## config.mk

```make
export PLATFORM = sky130hd
export DESIGN_NAME = wrc_top
export DESIGN_NICKNAME = d
export VERILOG_FILES = /design/src/logic/wrc_pkg.sv /design/src/logic/wrc_top.sv
export SDC_FILE = /design/constraint.sdc
export NUM_CORES = 1
export LEC_CHECK = 0
export ABC_AREA = 1
export BUFFER_PORTS_ARGS = -buffer_cell sky130_fd_sc_hd__buf_2
export CAP_MARGIN = 20
export CORE_ASPECT_RATIO = 0.8
export CORE_MARGIN = 3
export CORE_UTILIZATION = 35
export CTS_BUF_LIST = sky130_fd_sc_hd__clkbuf_4
export CTS_CLUSTER_SIZE = 10
export DETAILED_ROUTE_END_ITERATION = 10
export GPL_TIMING_DRIVEN = 0
export SLEW_MARGIN = 40
export SYNTH_ARGS = -nofsm -noshare
export SYNTH_HDL_FRONTEND = slang
export SYNTH_SLANG_ARGS = --single-unit
```

## constraint.sdc

```tcl
create_clock -name clk_sys_i -period 2.3 [get_ports clk_sys_i]
set_input_delay 0.115 -clock clk_sys_i [delete_from_list [all_inputs] [get_ports clk_sys_i]]
set_output_delay 0.115 -clock clk_sys_i [all_outputs]
set_load 0.1 [all_outputs]
```

## src/logic/wrc_pkg.sv

```systemverilog
// Package: constants, register map and types for the watchdog and reset control block
package wrc_pkg;

   // Register byte offsets on APB
   localparam logic [11:0] WRC_OFS_WDT_CTRL   = 12'h000;
   localparam logic [11:0] WRC_OFS_CAUSE      = 12'h004;
   localparam logic [11:0] WRC_OFS_LV_LEVEL   = 12'h008;
   localparam logic [11:0] WRC_OFS_LV_FILTER  = 12'h00C;
   localparam logic [11:0] WRC_OFS_STATUS     = 12'h010;
   localparam logic [11:0] WRC_OFS_COMMAND    = 12'h014;

   // Reset values
   localparam logic [7:0]  WRC_WDT_CTRL_RST   = 8'h53;
   localparam logic [7:0]  WRC_LV_LEVEL_RST   = 8'h55;
   localparam logic [1:0]  WRC_LV_FILTER_RST  = 2'h0;

   // Enable key patterns
   localparam logic [4:0]  WRC_KEY_EN_A       = 5'h0A;
   localparam logic [4:0]  WRC_KEY_EN_B       = 5'h15;

   // Voltage level codes
   localparam logic [7:0]  WRC_LV_2V10        = 8'h55;
   localparam logic [7:0]  WRC_LV_2V55        = 8'h33;
   localparam logic [7:0]  WRC_LV_3V15        = 8'h99;
   localparam logic [7:0]  WRC_LV_3V80        = 8'hAA;

   // Field positions
   localparam int          WRC_KEY_LSB        = 3;
   localparam int          WRC_FLAG_WKEY      = 0;
   localparam int          WRC_FLAG_LKEY      = 1;
   localparam int          WRC_FLAG_LV        = 2;
   localparam int          WRC_CMD_CLR        = 0;
   localparam int          WRC_CMD_HALT       = 1;
   localparam int          WRC_CMD_WAKE       = 2;
   localparam int          WRC_ST_EXPIRY      = 0;
   localparam int          WRC_ST_PDOWN       = 1;

   // Timing: slow oscillator and key fault delay
   localparam int          WRC_CLK_HZ         = 125_000_000;
   localparam int          WRC_SLOW_HZ        = 32_000;
   localparam int          WRC_SLOW_DIV       = WRC_CLK_HZ / WRC_SLOW_HZ;
   localparam int          WRC_KEY_DELAY_US   = 48;
   localparam int          WRC_KEY_DELAY_CYC  = (WRC_KEY_DELAY_US * 125 + 0) ;
   localparam int          WRC_WDT_W          = 18;

   // Filter lengths in slow ticks, lower bound of each band
   localparam logic [7:0]  WRC_FILT_0         = 8'h07;
   localparam logic [7:0]  WRC_FILT_1         = 8'h1F;
   localparam logic [7:0]  WRC_FILT_2         = 8'h3F;
   localparam logic [7:0]  WRC_FILT_3         = 8'h7F;

   // Control commands from the core
   typedef struct packed
   {
      logic wake;
      logic halt;
      logic clr;
   } wrc_cmd_t;

   // Reset requests out to the system
   typedef struct packed
   {
      logic full_rst;
      logic pc_sp_rst;
   } wrc_rst_t;

endpackage

```

## src/logic/wrc_top.sv

```systemverilog
// Watchdog timer, low voltage reset qualifier and reset cause flags
//
// Behaviour
// - Watchdog overflow resets device unless cleared
// - Watchdog enabled only by two key patterns
// - Other key values reset after delay
// - Power-up loads first valid enable pattern
// - Key fault sets sticky flag, software clears
// - Running overflow resets and sets expiry
// - Idle overflow sets expiry, resets PC/SP
// - Key fault, clear or halt zeroes counter
// - Longest timeout uses largest division ratio
// - Power-on sets program counter to zero
// - Power-on sets port registers to ones
// - Qualified low supply resets, sets flag
// - Short low pulses are ignored entirely
// - Low voltage detection off in idle
// - Four level codes select thresholds
// - Bad level code resets, restores default
// - Bad level code sets sticky flag
// - Low voltage reset keeps level register
// - Filter field sets minimum low duration
// - Low voltage flag sticky until cleared
// - Unused upper flag bits read zero
// - Power-up loads lowest threshold code
// - Period select chooses division ratio
// - Counter runs from divided slow clock
//
// Chosen here: the address map and the APB slave port.
module wrc_top
(
   // Clock and reset
   input  wire logic               clk_sys_i,
   input  wire logic               reset_i,
   // APB slave
   input  wire logic               psel_i,
   input  wire logic               penable_i,
   input  wire logic               pwrite_i,
   input  wire logic [11:0]        paddr_i,
   input  wire logic [31:0]        pwdata_i,
   output logic      [31:0]        prdata_o,
   output logic                    pready_o,
   output logic                    pslverr_o,
   // Core events and analog comparator
   input  wire wrc_pkg::wrc_cmd_t  core_cmd_i,
   input  wire logic               supply_low_i,
   // Reset requests and threshold
   output wrc_pkg::wrc_rst_t       rst_req_o,
   output logic      [1:0]         lv_threshold_o,
   output logic                    port_init_o,
   output logic                    pc_zero_o
);
   import wrc_pkg::*;

   ////////////////////////////////////////////////////////////////////////
   // Registers and signals
   logic [4:0]           wdt_enable_key_r;
   logic [2:0]           period_select_r;
   logic [7:0]           lowvolt_level_reg_r;
   logic [1:0]           lowvolt_filter_sel_r;
   logic                 wdt_key_reset_flag_r;
   logic                 level_key_reset_flag_r;
   logic                 lowvolt_reset_flag_r;
   logic                 watchdog_expiry_flag_r;
   logic                 powerdown_flag_r;
   logic [15:0]          slow_div_r;
   logic                 slow_tick;
   logic [WRC_WDT_W-1:0] wdt_cnt_r;
   logic                 wdt_ovf;
   logic                 wdt_expire;
   logic                 any_fire;
   logic [15:0]          wkey_dly_r;
   logic [15:0]          lkey_dly_r;
   logic [7:0]           lv_cnt_r;
   logic [7:0]           lv_need;
   logic [1:0]           low_sync_r;
   logic                 key_ok;
   logic                 lvl_ok;
   logic                 wr_en;
   logic                 rd_en;
   logic                 addr_ok;
   logic                 wkey_fire;
   logic                 lkey_fire;
   logic                 lv_fire;
   logic                 clr_cause_we;
   logic [31:0]          cause_word;
   logic [31:0]          status_word;
   wrc_cmd_t             cmd;

   // Core events come on this clock, so they need no synchroniser
   assign cmd = core_cmd_i;

   ////////////////////////////////////////////////////////////////////////
   // Decode
   assign key_ok  = (wdt_enable_key_r == WRC_KEY_EN_A) ||
                    (wdt_enable_key_r == WRC_KEY_EN_B);
   assign lvl_ok  = (lowvolt_level_reg_r == WRC_LV_2V10) ||
                    (lowvolt_level_reg_r == WRC_LV_2V55) ||
                    (lowvolt_level_reg_r == WRC_LV_3V15) ||
                    (lowvolt_level_reg_r == WRC_LV_3V80);
   // Command word is mapped so it answers without error
   assign addr_ok = (paddr_i == WRC_OFS_WDT_CTRL) || (paddr_i == WRC_OFS_CAUSE) ||
                    (paddr_i == WRC_OFS_LV_LEVEL) || (paddr_i == WRC_OFS_LV_FILTER) ||
                    (paddr_i == WRC_OFS_STATUS)   || (paddr_i == WRC_OFS_COMMAND);
   // Access phase of one-wait-state slave: writes commit while pready_o is high, reads sample while it is low
   assign wr_en   = psel_i && penable_i && pready_o && pwrite_i && addr_ok;
   assign rd_en   = psel_i && penable_i && !pready_o && !pwrite_i;
   assign clr_cause_we = wr_en && (paddr_i == WRC_OFS_CAUSE);

   ////////////////////////////////////////////////////////////////////////
   // Slow oscillator tick, derived from system clock
   // Integer divide, so the tick runs a hair fast of the nominal rate
   assign slow_tick = (slow_div_r == 16'(WRC_SLOW_DIV - 1));

   always_ff @(posedge clk_sys_i)
   begin
      if (reset_i || slow_tick)
         slow_div_r <= 16'h0000;
      else
         slow_div_r <= slow_div_r + 16'h0001;
   end

   ////////////////////////////////////////////////////////////////////////
   // Watchdog counter: overflow at selected ratio
   always_comb
   begin
      case (period_select_r)
         3'h0:    wdt_ovf = &wdt_cnt_r[7:0];
         3'h1:    wdt_ovf = &wdt_cnt_r[9:0];
         3'h2:    wdt_ovf = &wdt_cnt_r[11:0];
         3'h3:    wdt_ovf = &wdt_cnt_r[13:0];
         3'h4:    wdt_ovf = &wdt_cnt_r[14:0];
         3'h5:    wdt_ovf = &wdt_cnt_r[15:0];
         3'h6:    wdt_ovf = &wdt_cnt_r[16:0];
         default: wdt_ovf = &wdt_cnt_r[17:0];
      endcase
   end

   // Overflow only counts on a tick with a valid key
   assign wdt_expire = slow_tick && key_ok && wdt_ovf;

   // Clearing sources share priority over counting
   always_ff @(posedge clk_sys_i)
   begin
      if (reset_i || cmd.clr || cmd.halt || any_fire)
         wdt_cnt_r <= '0;
      else if (slow_tick && key_ok)
         wdt_cnt_r <= (wdt_ovf) ? '0 : wdt_cnt_r + WRC_WDT_W'(1);
   end

   ////////////////////////////////////////////////////////////////////////
   // Key fault delays: counting runs while key stays bad, clears once it is good
   always_ff @(posedge clk_sys_i)
   begin
      if (reset_i || key_ok || wkey_fire)
         wkey_dly_r <= 16'h0000;
      else
         wkey_dly_r <= wkey_dly_r + 16'h0001;
   end
   assign wkey_fire = (wkey_dly_r == 16'(WRC_KEY_DELAY_CYC - 1));

   // Level key fault delay, same length as the watchdog key's
   always_ff @(posedge clk_sys_i)
   begin
      if (reset_i || lvl_ok || lkey_fire)
         lkey_dly_r <= 16'h0000;
      else
         lkey_dly_r <= lkey_dly_r + 16'h0001;
   end
   assign lkey_fire = (lkey_dly_r == 16'(WRC_KEY_DELAY_CYC - 1));

   ////////////////////////////////////////////////////////////////////////
   // Low supply qualifier; comparator is asynchronous, sync first
   always_ff @(posedge clk_sys_i)
   begin
      if (reset_i)
         low_sync_r <= 2'b00;
      else
         low_sync_r <= {low_sync_r[0], supply_low_i};
   end

   always_comb
   begin
      case (lowvolt_filter_sel_r)
         2'h0:    lv_need = WRC_FILT_0;
         2'h1:    lv_need = WRC_FILT_1;
         2'h2:    lv_need = WRC_FILT_2;
         default: lv_need = WRC_FILT_3;
      endcase
   end

   // Tick granularity gives the one-period band of the filter
   always_ff @(posedge clk_sys_i)
   begin
      if (reset_i || !low_sync_r[1] || powerdown_flag_r || lv_fire)
         lv_cnt_r <= 8'h00;
      else if (slow_tick)
         lv_cnt_r <= lv_cnt_r + 8'h01;
   end
   // One count past the band's low end: the first tick lands anywhere in a period
   assign lv_fire = low_sync_r[1] && !powerdown_flag_r && (lv_cnt_r == lv_need + 8'h01);

   // Faults that end in a full reset also restart the watchdog count
   assign any_fire = wkey_fire || lkey_fire || lv_fire;

   ////////////////////////////////////////////////////////////////////////
   // Control registers
   // Key field restored after a key fault so the watchdog restarts
   always_ff @(posedge clk_sys_i)
   begin
      if (reset_i)
      begin
         wdt_enable_key_r <= WRC_WDT_CTRL_RST[7:WRC_KEY_LSB];
         period_select_r  <= WRC_WDT_CTRL_RST[WRC_KEY_LSB-1:0];
      end
      else if (wkey_fire)
      begin
         wdt_enable_key_r <= WRC_WDT_CTRL_RST[7:WRC_KEY_LSB];
         period_select_r  <= WRC_WDT_CTRL_RST[WRC_KEY_LSB-1:0];
      end
      else if (wr_en && paddr_i == WRC_OFS_WDT_CTRL)
      begin
         wdt_enable_key_r <= pwdata_i[7:WRC_KEY_LSB];
         period_select_r  <= pwdata_i[WRC_KEY_LSB-1:0];
      end
   end

   // Level register survives a genuine low voltage reset
   always_ff @(posedge clk_sys_i)
   begin
      if (reset_i || lkey_fire)
         lowvolt_level_reg_r <= WRC_LV_LEVEL_RST;
      else if (wr_en && paddr_i == WRC_OFS_LV_LEVEL)
         lowvolt_level_reg_r <= pwdata_i[7:0];
   end

   // Filter length select, two bits only
   always_ff @(posedge clk_sys_i)
   begin
      if (reset_i)
         lowvolt_filter_sel_r <= WRC_LV_FILTER_RST;
      else if (wr_en && paddr_i == WRC_OFS_LV_FILTER)
         lowvolt_filter_sel_r <= pwdata_i[1:0];
   end

   ////////////////////////////////////////////////////////////////////////
   // Sticky cause flags: set wins over software clear
   always_ff @(posedge clk_sys_i)
   begin
      if (reset_i)
      begin
         wdt_key_reset_flag_r   <= 1'b0;
         level_key_reset_flag_r <= 1'b0;
         lowvolt_reset_flag_r   <= 1'b0;
      end
      else
      begin
         if (wkey_fire)
            wdt_key_reset_flag_r <= 1'b1;
         else if (clr_cause_we && !pwdata_i[WRC_FLAG_WKEY])
            wdt_key_reset_flag_r <= 1'b0;
         if (!lvl_ok)
            level_key_reset_flag_r <= 1'b1;
         else if (clr_cause_we && !pwdata_i[WRC_FLAG_LKEY])
            level_key_reset_flag_r <= 1'b0;
         if (lv_fire)
            lowvolt_reset_flag_r <= 1'b1;
         else if (clr_cause_we && !pwdata_i[WRC_FLAG_LV])
            lowvolt_reset_flag_r <= 1'b0;
      end
   end

   // Expiry and power-down flags follow the core's sequence
   always_ff @(posedge clk_sys_i)
   begin
      if (reset_i)
      begin
         watchdog_expiry_flag_r <= 1'b0;
         powerdown_flag_r       <= 1'b0;
      end
      else
      begin
         // An expiry in the same cycle as a clear still counts
         if (wdt_expire)
            watchdog_expiry_flag_r <= 1'b1;
         else if (cmd.clr || cmd.halt)
            watchdog_expiry_flag_r <= 1'b0;
         // Halt marks power-down; clear or wake ends it
         if (cmd.halt)
            powerdown_flag_r <= 1'b1;
         else if (cmd.clr || cmd.wake)
            powerdown_flag_r <= 1'b0;
      end
   end

   ////////////////////////////////////////////////////////////////////////
   // Reset requests, one-cycle pulses
   always_ff @(posedge clk_sys_i)
   begin
      if (reset_i)
         rst_req_o <= '0;
      else
      begin
         rst_req_o.full_rst  <= any_fire || (wdt_expire && !powerdown_flag_r);
         rst_req_o.pc_sp_rst <= wdt_expire && powerdown_flag_r;
      end
   end

   // Power-on indications; core zeroes PC and loads ports with ones
   always_ff @(posedge clk_sys_i)
   begin
      port_init_o <= reset_i;
      pc_zero_o   <= reset_i;
   end

   // Threshold select decoded from the level code
   always_ff @(posedge clk_sys_i)
   begin
      if (reset_i)
         lv_threshold_o <= 2'h0;
      else
         case (lowvolt_level_reg_r)
            WRC_LV_2V55: lv_threshold_o <= 2'h1;
            WRC_LV_3V15: lv_threshold_o <= 2'h2;
            WRC_LV_3V80: lv_threshold_o <= 2'h3;
            default:     lv_threshold_o <= 2'h0;
         endcase
   end

   ////////////////////////////////////////////////////////////////////////
   // Flag words placed at their named bit positions; others read zero
   always_comb
   begin
      cause_word                 = 32'h0000_0000;
      cause_word[WRC_FLAG_WKEY]  = wdt_key_reset_flag_r;
      cause_word[WRC_FLAG_LKEY]  = level_key_reset_flag_r;
      cause_word[WRC_FLAG_LV]    = lowvolt_reset_flag_r;
      status_word                = 32'h0000_0000;
      status_word[WRC_ST_EXPIRY] = watchdog_expiry_flag_r;
      status_word[WRC_ST_PDOWN]  = powerdown_flag_r;
   end

   ////////////////////////////////////////////////////////////////////////
   // APB answer: one wait state, unmapped flagged as error
   // Read data is registered, so it stands only while pready_o is high
   always_ff @(posedge clk_sys_i)
   begin
      if (reset_i)
      begin
         pready_o  <= 1'b0;
         pslverr_o <= 1'b0;
         prdata_o  <= 32'h0000_0000;
      end
      else
      begin
         pready_o  <= psel_i && penable_i && !pready_o;
         pslverr_o <= psel_i && penable_i && !pready_o && !addr_ok;
         prdata_o  <= 32'h0000_0000;
         if (rd_en)
            case (paddr_i)
               WRC_OFS_WDT_CTRL:  prdata_o <= {24'h0, wdt_enable_key_r, period_select_r};
               WRC_OFS_CAUSE:     prdata_o <= cause_word;
               WRC_OFS_LV_LEVEL:  prdata_o <= {24'h0, lowvolt_level_reg_r};
               WRC_OFS_LV_FILTER: prdata_o <= {30'h0, lowvolt_filter_sel_r};
               WRC_OFS_STATUS:    prdata_o <= status_word;
               default:           prdata_o <= 32'h0000_0000;
            endcase
      end
   end

endmodule

```

# Word level (Yosys, flattened, before mapping)

Index checks and enable logic that the tools add are counted.
W data, S select, Z words.

Logic and storage cells: 139
Input bits: 53
Flip-flop bits (word level): 138

Bitwise operators: 1
Eq/ne operators: 24
Multiplexer cells: 15
Reductions and logical operators: 71
$add $sub $neg: 6

Operators by type and width:

| operator                | count |
|---|---|
| $add A16 B1 Y16 const B | 3 |
| $pmux W8 S5             | 1 |
| $eq A16 B13 Y1 const B  | 2 |
| $logic_or A1 B1 Y1      | 26 |
| $eq A12 B4 Y1 const B   | 2 |
| $eq A12 B5 Y1 const B   | 2 |
| $pmux W7 S3             | 1 |
| $logic_and A1 B1 Y1     | 20 |
| $add A18 B1 Y18 const B | 1 |
| $mux W18                | 1 |
| $reduce_and A18 Y1      | 1 |
| $reduce_and A17 Y1      | 1 |
| $add A8 B1 Y8 const B   | 2 |
| $eq A16 B12 Y1 const B  | 1 |
| $eq A8 B8 Y1 const B    | 2 |
| $reduce_and A16 Y1      | 1 |
| $reduce_and A15 Y1      | 1 |
| $reduce_and A14 Y1      | 1 |
| $eq A12 B3 Y1 const B   | 1 |
| $logic_not A12 Y1       | 1 |
| $reduce_and A12 Y1      | 1 |
| $mux W1                 | 10 |
| $reduce_and A10 Y1      | 1 |
| $eq A3 B3 Y1 const B    | 3 |
| other kinds (19)        | 31 |

# Logic depth before layout (Yosys ltp)

Gate-level depths: netlist of the first run.

Depth in word-level cells: 11
Gate-level depth with buffers: 13
Depth with buffers taken out: 12

# Worst setup path after synthesis of the first run

OpenSTA, ideal clock, no wires.

Path kind: register -> register
Start: register pready_o
End: register period_select_r[0]
Required time: 2.181 ns
Arrival: 1.875 ns
Stages on the path, launching flop included: 7
Clock period less this slack: 1.994 ns
Setup slack: 0.306 ns
Path through: dfxtp_1 -> nand2_1 -> nor2_1 -> nand3_2 -> buf_2 -> a21oi_1 -> o21ai_1

Cells in the longest elaborated chain, start to end: 4

RTL lines:

| what                             | line           | source |
|---|---|---|
| start, declared                  | wrc_top.sv:42  | `output logic pready_o,` |
| start signal, assigned           | wrc_top.sv:356 | `pready_o <= psel_i && penable_i && !pready_o;` |
| $logic_and A1 B1 Y1 (3 in a row) | wrc_top.sv:106 | `assign wr_en = psel_i && penable_i && pready_o && pwrite_i && addr_ok;` |
| $logic_and A1 B1 Y1              | wrc_top.sv:221 | `else if (wr_en && paddr_i == WRC_OFS_WDT_CTRL)` |
| end signal, assigned             | wrc_top.sv:214 | `period_select_r <= WRC_WDT_CTRL_RST[WRC_KEY_LSB-1:0];` |
| end signal, assigned             | wrc_top.sv:219 | `period_select_r <= WRC_WDT_CTRL_RST[WRC_KEY_LSB-1:0];` |
| end signal, assigned             | wrc_top.sv:224 | `period_select_r <= pwdata_i[WRC_KEY_LSB-1:0];` |
| end, declared                    | wrc_top.sv:58  | `logic [2:0] period_select_r;` |

No other way between the ends.
A chain may end at the register's enable or synchronous reset.

# Worst setup path in the final report of the first run

Start: register slow_div_r[0]
End: register wdt_cnt_r[2]

Cells in the longest elaborated chain, start to end: 2

RTL lines:

| what                   | line           | source |
|---|---|---|
| start, declared        | wrc_top.sv:66  | `logic [15:0] slow_div_r;` |
| start signal, assigned | wrc_top.sv:120 | `slow_div_r <= slow_div_r + 16'h0001;` |
| $eq A16 B12 Y1         | wrc_top.sv:113 | `assign slow_tick = (slow_div_r == 16'(WRC_SLOW_DIV - 1));` |
| $logic_and A1 B1 Y1    | wrc_top.sv:147 | `else if (slow_tick && key_ok)` |
| end signal, assigned   | wrc_top.sv:148 | `wdt_cnt_r <= (wdt_ovf) ? '0 : wdt_cnt_r + WRC_WDT_W'(1);` |
| end, declared          | wrc_top.sv:68  | `logic [WRC_WDT_W-1:0] wdt_cnt_r;` |

No other way between the ends.

==> results of run 1 <==
logic make-up after synthesis:
kind of cell	after synthesis	share of synthesized area
adder cells (fa/ha/maj)	8	0.0172
AND/OR/NAND/NOR	444	0.353
AO/OA/AOI/OAI	88	0.0821
flip-flops	114	0.391
buffers and inverters	150	0.115
XOR/XNOR	27	0.0405
other	1	0.000643
report_power, final:
group,switching [W],internal [W],leakage (nW)
Combinational,0.000273,0.0000871,1.75
Clock,0.000858,0.000651,0.143
Sequential,0.00000710,0.00198,0.921
Total,0.00114,0.00272,2.82
worst max-delay path: stages, from the launching register on:
cell and delay (ns):
dfxtp_1 0.41, ha_1 0.16, inv_1 0.05, nor3_1 0.17, nand2_2 0.11, nor3_4 0.29
inv_2 0.14, nor2_8 0.21, nand3_2 0.12, nand2_2 0.11, buf_6 0.14, nor2_1 0.05
layer usage:
metal  vias up  GRT usage  wire (um)
met3        13     0.0504        868
met5         -          0          0
met1      2319      0.228       7240
met2       122      0.228       5640
met4         0     0.0474        135
li1       2869          -          -
sequential cells by signal, indices dropped and copies added, names as in the netlist:
signal	count
lowvolt_filter_sel_r	2
level_key_reset_flag_r	1
lowvolt_reset_flag_r	1
wkey_dly_r	16
lv_cnt_r	8
wdt_key_reset_flag_r	1
period_select_r	3
wdt_enable_key_r	5
pslverr_o	1
watchdog_expiry_flag_r	1
wdt_cnt_r	18
slow_div_r	16
powerdown_flag_r	1
pready_o	1
low_sync_r	2
pc_zero_o	1
lv_threshold_o	2
rst_req_o	2
lkey_dly_r	16
prdata_o	8
lowvolt_level_reg_r	8
path summary, 6_finish.rpt:
path                      start  cells after the start       endpoint  slack [ns]
setup / recovery  slow_div_r[0]                     11   wdt_cnt_r[2]        0.22
hold / removal       paddr_i[0]                      6    prdata_o[3]        0.07
setup reg to reg  slow_div_r[0]                     11   wdt_cnt_r[2]        0.22
hold reg to reg   low_sync_r[0]                      2  low_sync_r[1]        0.43
stage by stage:
| step | hold WS, ns | power, W |
|---|---|---|
| after floorplan | 0.143 | 0.00231 |
| after global placement | 0.349 | 0.00237 |
| after detailed placement | 0.347 | 0.00237 |
| after CTS | 0.0344 | 0.00391 |
| after global routing | 0.0487 | 0.00402 |
| final | 0.0734 | 0.00386 |
cell usage after synthesis (all sizes together):
library cell / count / area, um^2
nand3b: 6 / 45.0
nand3: 58 / 315
o31ai: 1 / 7.51
conb: 1 / 3.75
nor3b: 3 / 22.5
nor3: 40 / 223
nor2: 110 / 462
dfxtp: 114 / 2280
nand4: 32 / 206
ha: 8 / 100
nor4: 7 / 50.1
xor2: 21 / 184
buf: 31 / 224
xnor2: 6 / 52.6
nand2: 179 / 682
clkbuf: 1 / 3.75
or2: 8 / 50.1
a31oi: 2 / 27.5
inv: 118 / 443
o22ai: 3 / 18.8
o211ai: 1 / 7.51
o21ai: 26 / 130
o21a: 2 / 15.0
a21oi: 50 / 250
and2: 1 / 6.26
a211oi: 3 / 22.5
repair_timing:
| item | 4_1_cts | 5_1_grt |
|---|---|---|
| hold buffers | 19 | 0 |
| resized for setup | 0 | 4 |
| endpoints found under the setup margin | 0 | 19 |
| endpoints found under the hold margin | 29 | 0 |
| buffers inserted | 0 | 0 |
final cells by class:
cell class | count | area, um^2 | area share
multi-input combinational | 591 | 2980 | 0.432
sequential | 114 | 2280 | 0.331
inverter | 118 | 443 | 0.0642
timing repair buffer | 63 | 410 | 0.0595
tap | 215 | 269 | 0.0390
buffer | 32 | 228 | 0.0330
clock inverter | 15 | 156 | 0.0227
clock buffer | 17 | 128 | 0.0185
antenna | 1 | 2.50 | 0.000363
==> flow_metrics.py, run 1 <==
metrics = {
    "floorplan": {
        "dieArea_um2": 18300,
        "start_util": 0.363,
        "fp-row-count": 41,
        "core_area_um2": 16100,
        "dieWidth_um": 150,
        "dieHeight_um": 121,
        "io_pins": 93,
    },
    "cts": {
        "cts_buffers": 17,
        "cts_tree": "built",
        "clkLatencyLatePin_ns": 0.55,
        "clkSlewWorstSetupHoldPaths_ns": 0.12,
        "h-tree-depth": 4,
        "clockBufferDepth": 2,
        "cts.sinks": 114,
        "clockRootBuffer": "clkbuf_4",
    },
    "status": {
        "outcome": "complete, no violations",
    },
    "sta": {
        "finalSetupViolations": 0,
        "fmax_ghz": 0.480,
        "min_period_ns": 2.08,
        "fin_skew_ns": 0.0241,
        "setup_ws_ns": 0.216,
        "report.final.slew_viol_count": 0,
        "finalHoldViolCount": 0,
        "finalCritPeriodShare": 0.906,
        "tightest_slew_ns": 0.734,
        "fin_tns_setup_ns": 0,
        "rsz0062_at_grt": "no",
        "relSlewSlack": 0.507,
    },
    "global_routing": {
        "grt_usage": 0.159,
        "grt_pass1_vias": 4825,
        "grt_pass1_wl_um": 23000,
        "overflow": 0,
        "grt_start_max_net_pins": 17,
        "grt_antenna_before_repair": 1,
    },
    "yosys": {
        "yosysWarnings": 0,
        "yosysSeqAreaShare": 0.391,
        "synth.distinct_cells": 40,
        "synth_area_per_cell_um2": 7.01,
        "synth_area_um2": 5830,
        "ys_ff_latch": 114,
        "synthCells": 832,
    },
    "cells_and_area": {
        "synthToLayoutAreaGrowth_pct": 18.3,
        "final_area_um2": 6900,
        "fin_cells": 1166,
        "nNetsFinal": 998,
        "final_cell_mix": "173 x nand2_1, 114 x inv_1, 113 x dfxtp_1",
        "num-fill-cells": 1655,
        "fin_util": 0.430,
        "drive_gt1_frac": 0.149,
        "final_common_cell": "nand2_1",
    },
    "power_and_ir_drop": {
        "power_leakage_nw": 2.82,
        "powerDensity_nw_per_um2": 559,
        "peakVddDrop_mv": 0.234,
    },
    "placed_design": {
        "dp_slack_ns": 0.147,
        "globalplace.congestion": 0.884,
        "place_area_um2": 6420,
        "post-dp-hpwl_um": 10400,
        "dp_cells": 1114,
        "portBuffers": 44,
    },
    "routing": {
        "route.detailed.drc": 0,
        "post_drt_via_cell_ratio": 4.57,
        "num_vias": 5323,
        "wl_per_cell_um": 11.9,
        "drt_iter0_markers": 453,
        "first_pass_iters": 5,
        "routed_wl_um": 13900,
        "antenna_left": 0,
    },
    "hold_path": {
        "hp-class": "in -> reg",
    },
    "setup_path": {
        "critPathLaunchType": "register",
        "critical_path_class": "reg -> reg",
        "cp.required_ns": 2.72,
        "path_max_fanout": 10,
        "worstPathArrival_ns": 2.51,
        "crit_path_end_kind": "register",
    },
    "flow_run": {
        "drv_cap": 0,
    },
}
No activity file was read; power rests on OpenSTA's default activity.
==> inputs of run 2 (changes only) <==
- clock period: 2.3 -> 2.5 ns (I/O delays scaled with it)
==> run 2 against run 1 <==
Die area is the same; core utilization shrank 0.18 points; global-route usage is essentially flat; total power shrank 8.1%; clock power shrank 8%; cell area shrank 0.42%; critical endpoint unchanged.
==> flow_metrics.py, run 2 (synthesis gave the netlist of run 1 again) <==
metrics = {
    "status": {
        "outcome": "complete, no violations",
    },
    "placed_design": {
        "portBuffers": 44,
        "post-dp-hpwl_um": 10400,
        "globalplace.congestion": 0.884,
        "dp_slack_ns": 0.347,
        "place_area_um2": 6420,
    },
    "global_routing": {
        "overflow": 0,
        "grt_antenna_before_repair": 1,
        "grt_start_max_net_pins": 17,
        "grt_pass1_vias": 4823,
        "grt_usage": 0.160,
        "grt_pass1_wl_um": 23000,
    },
    "cts": {
        "cts_tree": "built",
        "clockRootBuffer": "clkbuf_4",
        "h-tree-depth": 4,
        "clkLatencyLatePin_ns": 0.54,
        "cts.sinks": 114,
        "clkSlewWorstSetupHoldPaths_ns": 0.11,
        "clockBufferDepth": 2,
        "cts_buffers": 17,
    },
    "sta": {
        "finalSetupViolations": 0,
        "setup_ws_ns": 0.312,
        "fmax_ghz": 0.457,
        "fin_skew_ns": 0.0239,
        "finalHoldViolCount": 0,
        "finalCritPeriodShare": 0.875,
        "report.final.slew_viol_count": 0,
        "rsz0062_at_grt": "no",
        "fin_tns_setup_ns": 0,
        "min_period_ns": 2.19,
        "relSlewSlack": 0.485,
        "tightest_slew_ns": 0.767,
    },
    "power_and_ir_drop": {
        "peakVddDrop_mv": 0.214,
        "power_leakage_nw": 2.81,
        "powerDensity_nw_per_um2": 516,
    },
    "cells_and_area": {
        "nNetsFinal": 996,
        "synthToLayoutAreaGrowth_pct": 17.8,
        "fin_util": 0.428,
        "drive_gt1_frac": 0.146,
        "largest_register": "wdt_cnt_r",
        "final_common_cell": "nand2_1",
        "largest_reg_flops": 18,
        "final_cell_mix": "175 x nand2_1, 114 x inv_1, 114 x dfxtp_1",
        "final_area_um2": 6870,
    },
    "setup_path": {
        "cp.required_ns": 2.92,
        "critPathLaunchType": "register",
        "reg2reg_to": "wdt_cnt_r[2]",
        "critical_path_class": "reg -> reg",
        "path_max_fanout": 10,
        "r2r_slack_ns": 0.31,
        "worstPathArrival_ns": 2.61,
        "r2r_cells": 13,
        "crit_path_end_kind": "register",
        "r2r-start": "wdt_cnt_r[0]",
    },
    "floorplan": {
        "dieArea_um2": 18300,
        "fp-row-count": 41,
        "start_util": 0.363,
        "dieHeight_um": 121,
        "dieWidth_um": 150,
        "io_pins": 93,
        "core_area_um2": 16100,
    },
    "routing": {
        "antenna_left": 0,
        "route.detailed.drc": 0,
        "routed_wl_um": 13900,
        "post_drt_via_cell_ratio": 4.57,
        "drt_iter0_markers": 467,
        "num_vias": 5323,
        "wl_per_cell_um": 11.9,
        "first_pass_iters": 5,
    },
    "hold_path": {
        "hold_end": "wdt_cnt_r[16]",
        "hp-class": "in -> reg",
        "hp-start": "core_cmd_i[0]",
        "whs_path_depth": 6,
    },
    "flow_run": {
        "drv_cap": 0,
    },
}
[run 2: changes by cell type in the layout (fill, tap and decap cells not counted)]
cell           previous run  this run
nor2_1                  103       104
nand2_2                   6         4
dfxtp_2                   1         0
nor2_2                    2         1
dlygate4sd3_1            19        17
dfxtp_1                 113       114
nand2_1                 173       175
[run 2: where the power goes]
group | total (W) | leakage (nW) | internal (W) | switching, W
combinational | 0.000329 | 1.74 | 0.0000780 | 0.000251
clock | 0.00139 | 0.143 | 0.000599 | 0.000788
sequential | 0.00183 | 0.920 | 0.00182 | 0.00000653
[run 2: through the flow]
stage                     std cells  hold WS [ns]  total power (W)
after global placement         1114         0.359          0.00218
after floorplan                 855         0.153          0.00213
final                          1164        0.0385          0.00355
after detailed placement       1114         0.357          0.00218
after CTS                      1163       0.00481          0.00359
after global routing           1164       0.00658          0.00370
[run 2: worst max-delay path, cell delays in order, from the launching register on]
cell     delay [ns]
dfxtp_1        0.45
ha_1           0.20
inv_1          0.06
nor2_1         0.16
nand2_1        0.16
nor2_1         0.15
ha_1           0.14
or2_2          0.11
nand4_1        0.07
o31ai_1        0.12
nand3_2        0.16
nand2_2        0.11
buf_6          0.14
nor2_1         0.05
[run 2: repair_timing]
| action | CTS | global route |
|---|---|---|
| buffers inserted | 0 | 0 |
| hold buffers | 17 | 0 |
| hold endpoints to repair | 27 | 0 |
| gates resized for setup | 0 | 0 |
[run 2: area by class of cell]
type | instances | area, um^2
Timing Repair Buffer | 61 | 390
Clock buffer | 17 | 128
Clock inverter | 15 | 156
Fill cell | 1653 | 9180
Sequential cell | 114 | 2280
Buffer | 32 | 228
Tap cell | 215 | 269
Inverter | 118 | 443
Antenna cell | 1 | 2.50
Multi-Input combinational cell | 591 | 2970
[run 2: worst max path at each step]
stage          cells after the start  slack, ns    startpoint                  to
4_1_cts                           11       0.31  wdt_cnt_r[0]        rst_req_o[0]
2_1_floorplan                      6       0.51      pready_o  period_select_r[0]
6_report                          13       0.31  wdt_cnt_r[0]        wdt_cnt_r[2]
3_3_place_gp                      11       0.36  wdt_cnt_r[0]        rst_req_o[0]
5_1_grt                           13       0.09  wdt_cnt_r[0]        wdt_cnt_r[3]
3_5_place_dp                      11       0.35  wdt_cnt_r[0]        rst_req_o[0]
[run 2: metal layers]
metal	routed length, um	global-route usage	vias up
li1	-	-	2864
met1	7230	0.228	2316
met2	5660	0.229	128
met3	859	0.0504	15
met4	150	0.0474	0
met5	0	0	-
==> inputs of run 3 (changes only) <==
- CORE_UTILIZATION: 35 -> 28
- SLEW_MARGIN: 40 -> 25
==> run 3 against run 2 <==
Clock power decreased by 8%; flip-flop and latch count unchanged; setup slack got worse by 0.038 ns; count of clock-buffer cells in the layout unchanged; die area increased by 24%; cell area increased by 0.42%; fmax decreased by 1.7%; total power decreased by 3.0%; via count increased by 0.68%; non-clock buffer count unchanged; critical path type unchanged; largest cell class unchanged; highest routed layer unchanged.
==> flow_metrics.py, run 3 (synthesis gave the netlist of run 1 again) <==
metrics = {
    "status": {
        "outcome": "complete, no violations",
    },
    "floorplan": {
        "core_area_um2": 20100,
        "start_util": 0.290,
        "io_pins": 93,
        "dieArea_um2": 22600,
        "dieHeight_um": 135,
        "fp-row-count": 46,
        "dieWidth_um": 167,
    },
    "power_and_ir_drop": {
        "p_switching_w": 0.00104,
        "peakVddDrop_mv": 0.230,
        "seqPwrFrac": 0.532,
        "p_int_w": 0.00240,
        "p_sw_frac": 0.302,
        "powerDensity_nw_per_um2": 498,
        "power_leakage_nw": 2.80,
        "power_frac_clock": 0.372,
        "p_comb_frac": 0.096,
    },
    "setup_path": {
        "r2r_slack_ns": 0.27,
        "path_max_fanout": 6,
        "cp.required_ns": 2.89,
        "critPathLaunchType": "register",
        "critical_path_class": "reg -> reg",
        "worstPathArrival_ns": 2.61,
        "crit_path_end_kind": "register",
    },
    "placed_design": {
        "globalplace.congestion": 0.866,
        "portBuffers": 44,
        "post-dp-hpwl_um": 10800,
        "dp_cells": 1163,
    },
    "hold_path": {
        "hp-class": "in -> reg",
    },
    "cts": {
        "clockRootBuffer": "clkbuf_4",
        "cts_buffers": 17,
        "clkLatencyLatePin_ns": 0.53,
        "clkSlewWorstSetupHoldPaths_ns": 0.12,
        "postCtsSetupRepairBufs": 0,
        "cts.repair.resized": 0,
        "h-tree-depth": 4,
        "clockBufferDepth": 2,
        "cts_tree": "built",
        "cts.sinks": 114,
    },
    "sta": {
        "relSlewSlack": 0.297,
        "finalSetupViolations": 0,
        "rsz0062_at_grt": "no",
        "finalHoldViolCount": 0,
        "fin_tns_setup_ns": 0,
        "tightest_slew_ns": 1.04,
        "report.final.slew_viol_count": 0,
        "min_period_ns": 2.23,
        "fin_skew_ns": 0.0190,
        "finalCritPeriodShare": 0.890,
        "fmax_ghz": 0.449,
    },
    "routing": {
        "wl_per_cell_um": 11.7,
        "route.detailed.drc": 0,
        "num_vias": 5359,
        "antenna_left": 0,
        "routed_wl_um": 14200,
        "first_pass_iters": 5,
        "post_drt_via_cell_ratio": 4.42,
        "drt_iter0_markers": 483,
    },
    "cells_and_area": {
        "largest_reg_flops": 18,
        "final_cell_mix": "175 x nand2_1, 114 x inv_1, 114 x dfxtp_1",
        "final_common_cell": "nand2_1",
        "fin_util": 0.343,
        "synthToLayoutAreaGrowth_pct": 18.3,
        "fin_cells": 1213,
        "drive_gt1_frac": 0.143,
        "nNetsFinal": 996,
        "largest_register": "wdt_cnt_r",
    },
    "flow_run": {
        "drv_cap": 0,
    },
    "global_routing": {
        "overflow": 0,
        "grt_usage": 0.124,
        "grt_antenna_before_repair": 1,
        "grt_start_max_net_pins": 17,
        "grt_pass1_vias": 4772,
        "grt_pass1_wl_um": 23000,
    },
}
run 3: worst max-delay path, cell delays in order, from the launching register on:
cell     delay [ns]
dfxtp_1        0.45
ha_1           0.21
inv_1          0.06
nor2_1         0.15
nand2_1        0.16
nor2_1         0.15
ha_1           0.14
or2_2          0.11
nand4_1        0.07
o31ai_1        0.12
nand3_2        0.15
nor3_1         0.32
run 3: power groups by stage:
stage                     Clock, W  Sequential (W)  Combinational (W)
after floorplan                  0         0.00189           0.000243
after global placement           0         0.00187           0.000310
after detailed placement         0         0.00187           0.000311
after CTS                  0.00133         0.00183           0.000330
after global routing       0.00141         0.00183           0.000348
final                      0.00128         0.00183           0.000331
run 3: per-layer routing:
metal / GRT usage / wire, um / vias up
li1: - / - / 2855
met3: 0.0383 / 757 / 13
met4: 0.0332 / 136 / 0
met2: 0.180 / 5770 / 113
met5: 0 / 0 / -
met1: 0.179 / 7490 / 2378
run 3: path summary, 6_finish.rpt:
path,start,depth (start not counted),end
max,wdt_cnt_r[0],11,rst_req_o[0]
max reg2reg,wdt_cnt_r[0],11,rst_req_o[0]
min reg2reg,low_sync_r[0],2,low_sync_r[1]
min,core_cmd_i[0],6,wdt_cnt_r[16]
run 3: area by class of cell:
type | count | area [um^2]
timing repair buffer | 61 | 390
sequential | 114 | 2280
antenna | 1 | 2.50
clock inverter | 15 | 130
buffer | 32 | 228
inverter | 118 | 443
multi-input combinational | 591 | 2970
tap | 264 | 330
clock buffer | 17 | 128
fill | 2173 | 13200
run 3: per-stage QoR:
stage | setup slack (ns) | instance area (um^2) | total power, W | hold slack (ns)
final | 0.274 | 6900 | 0.00344 | 0.0811
after global routing | 0.0666 | 6900 | 0.00359 | 0.0594
after CTS | 0.312 | 6900 | 0.00349 | 0.0340
after detailed placement | 0.357 | 6470 | 0.00218 | 0.350
after global placement | 0.345 | 6470 | 0.00218 | 0.349
after floorplan | 0.506 | 5920 | 0.00213 | 0.153
run 3: repair_timing:
action	4_1_cts	5_1_grt
hold buffers	17	0
endpoints found under the hold margin	25	0
endpoints found under the setup margin	0	0
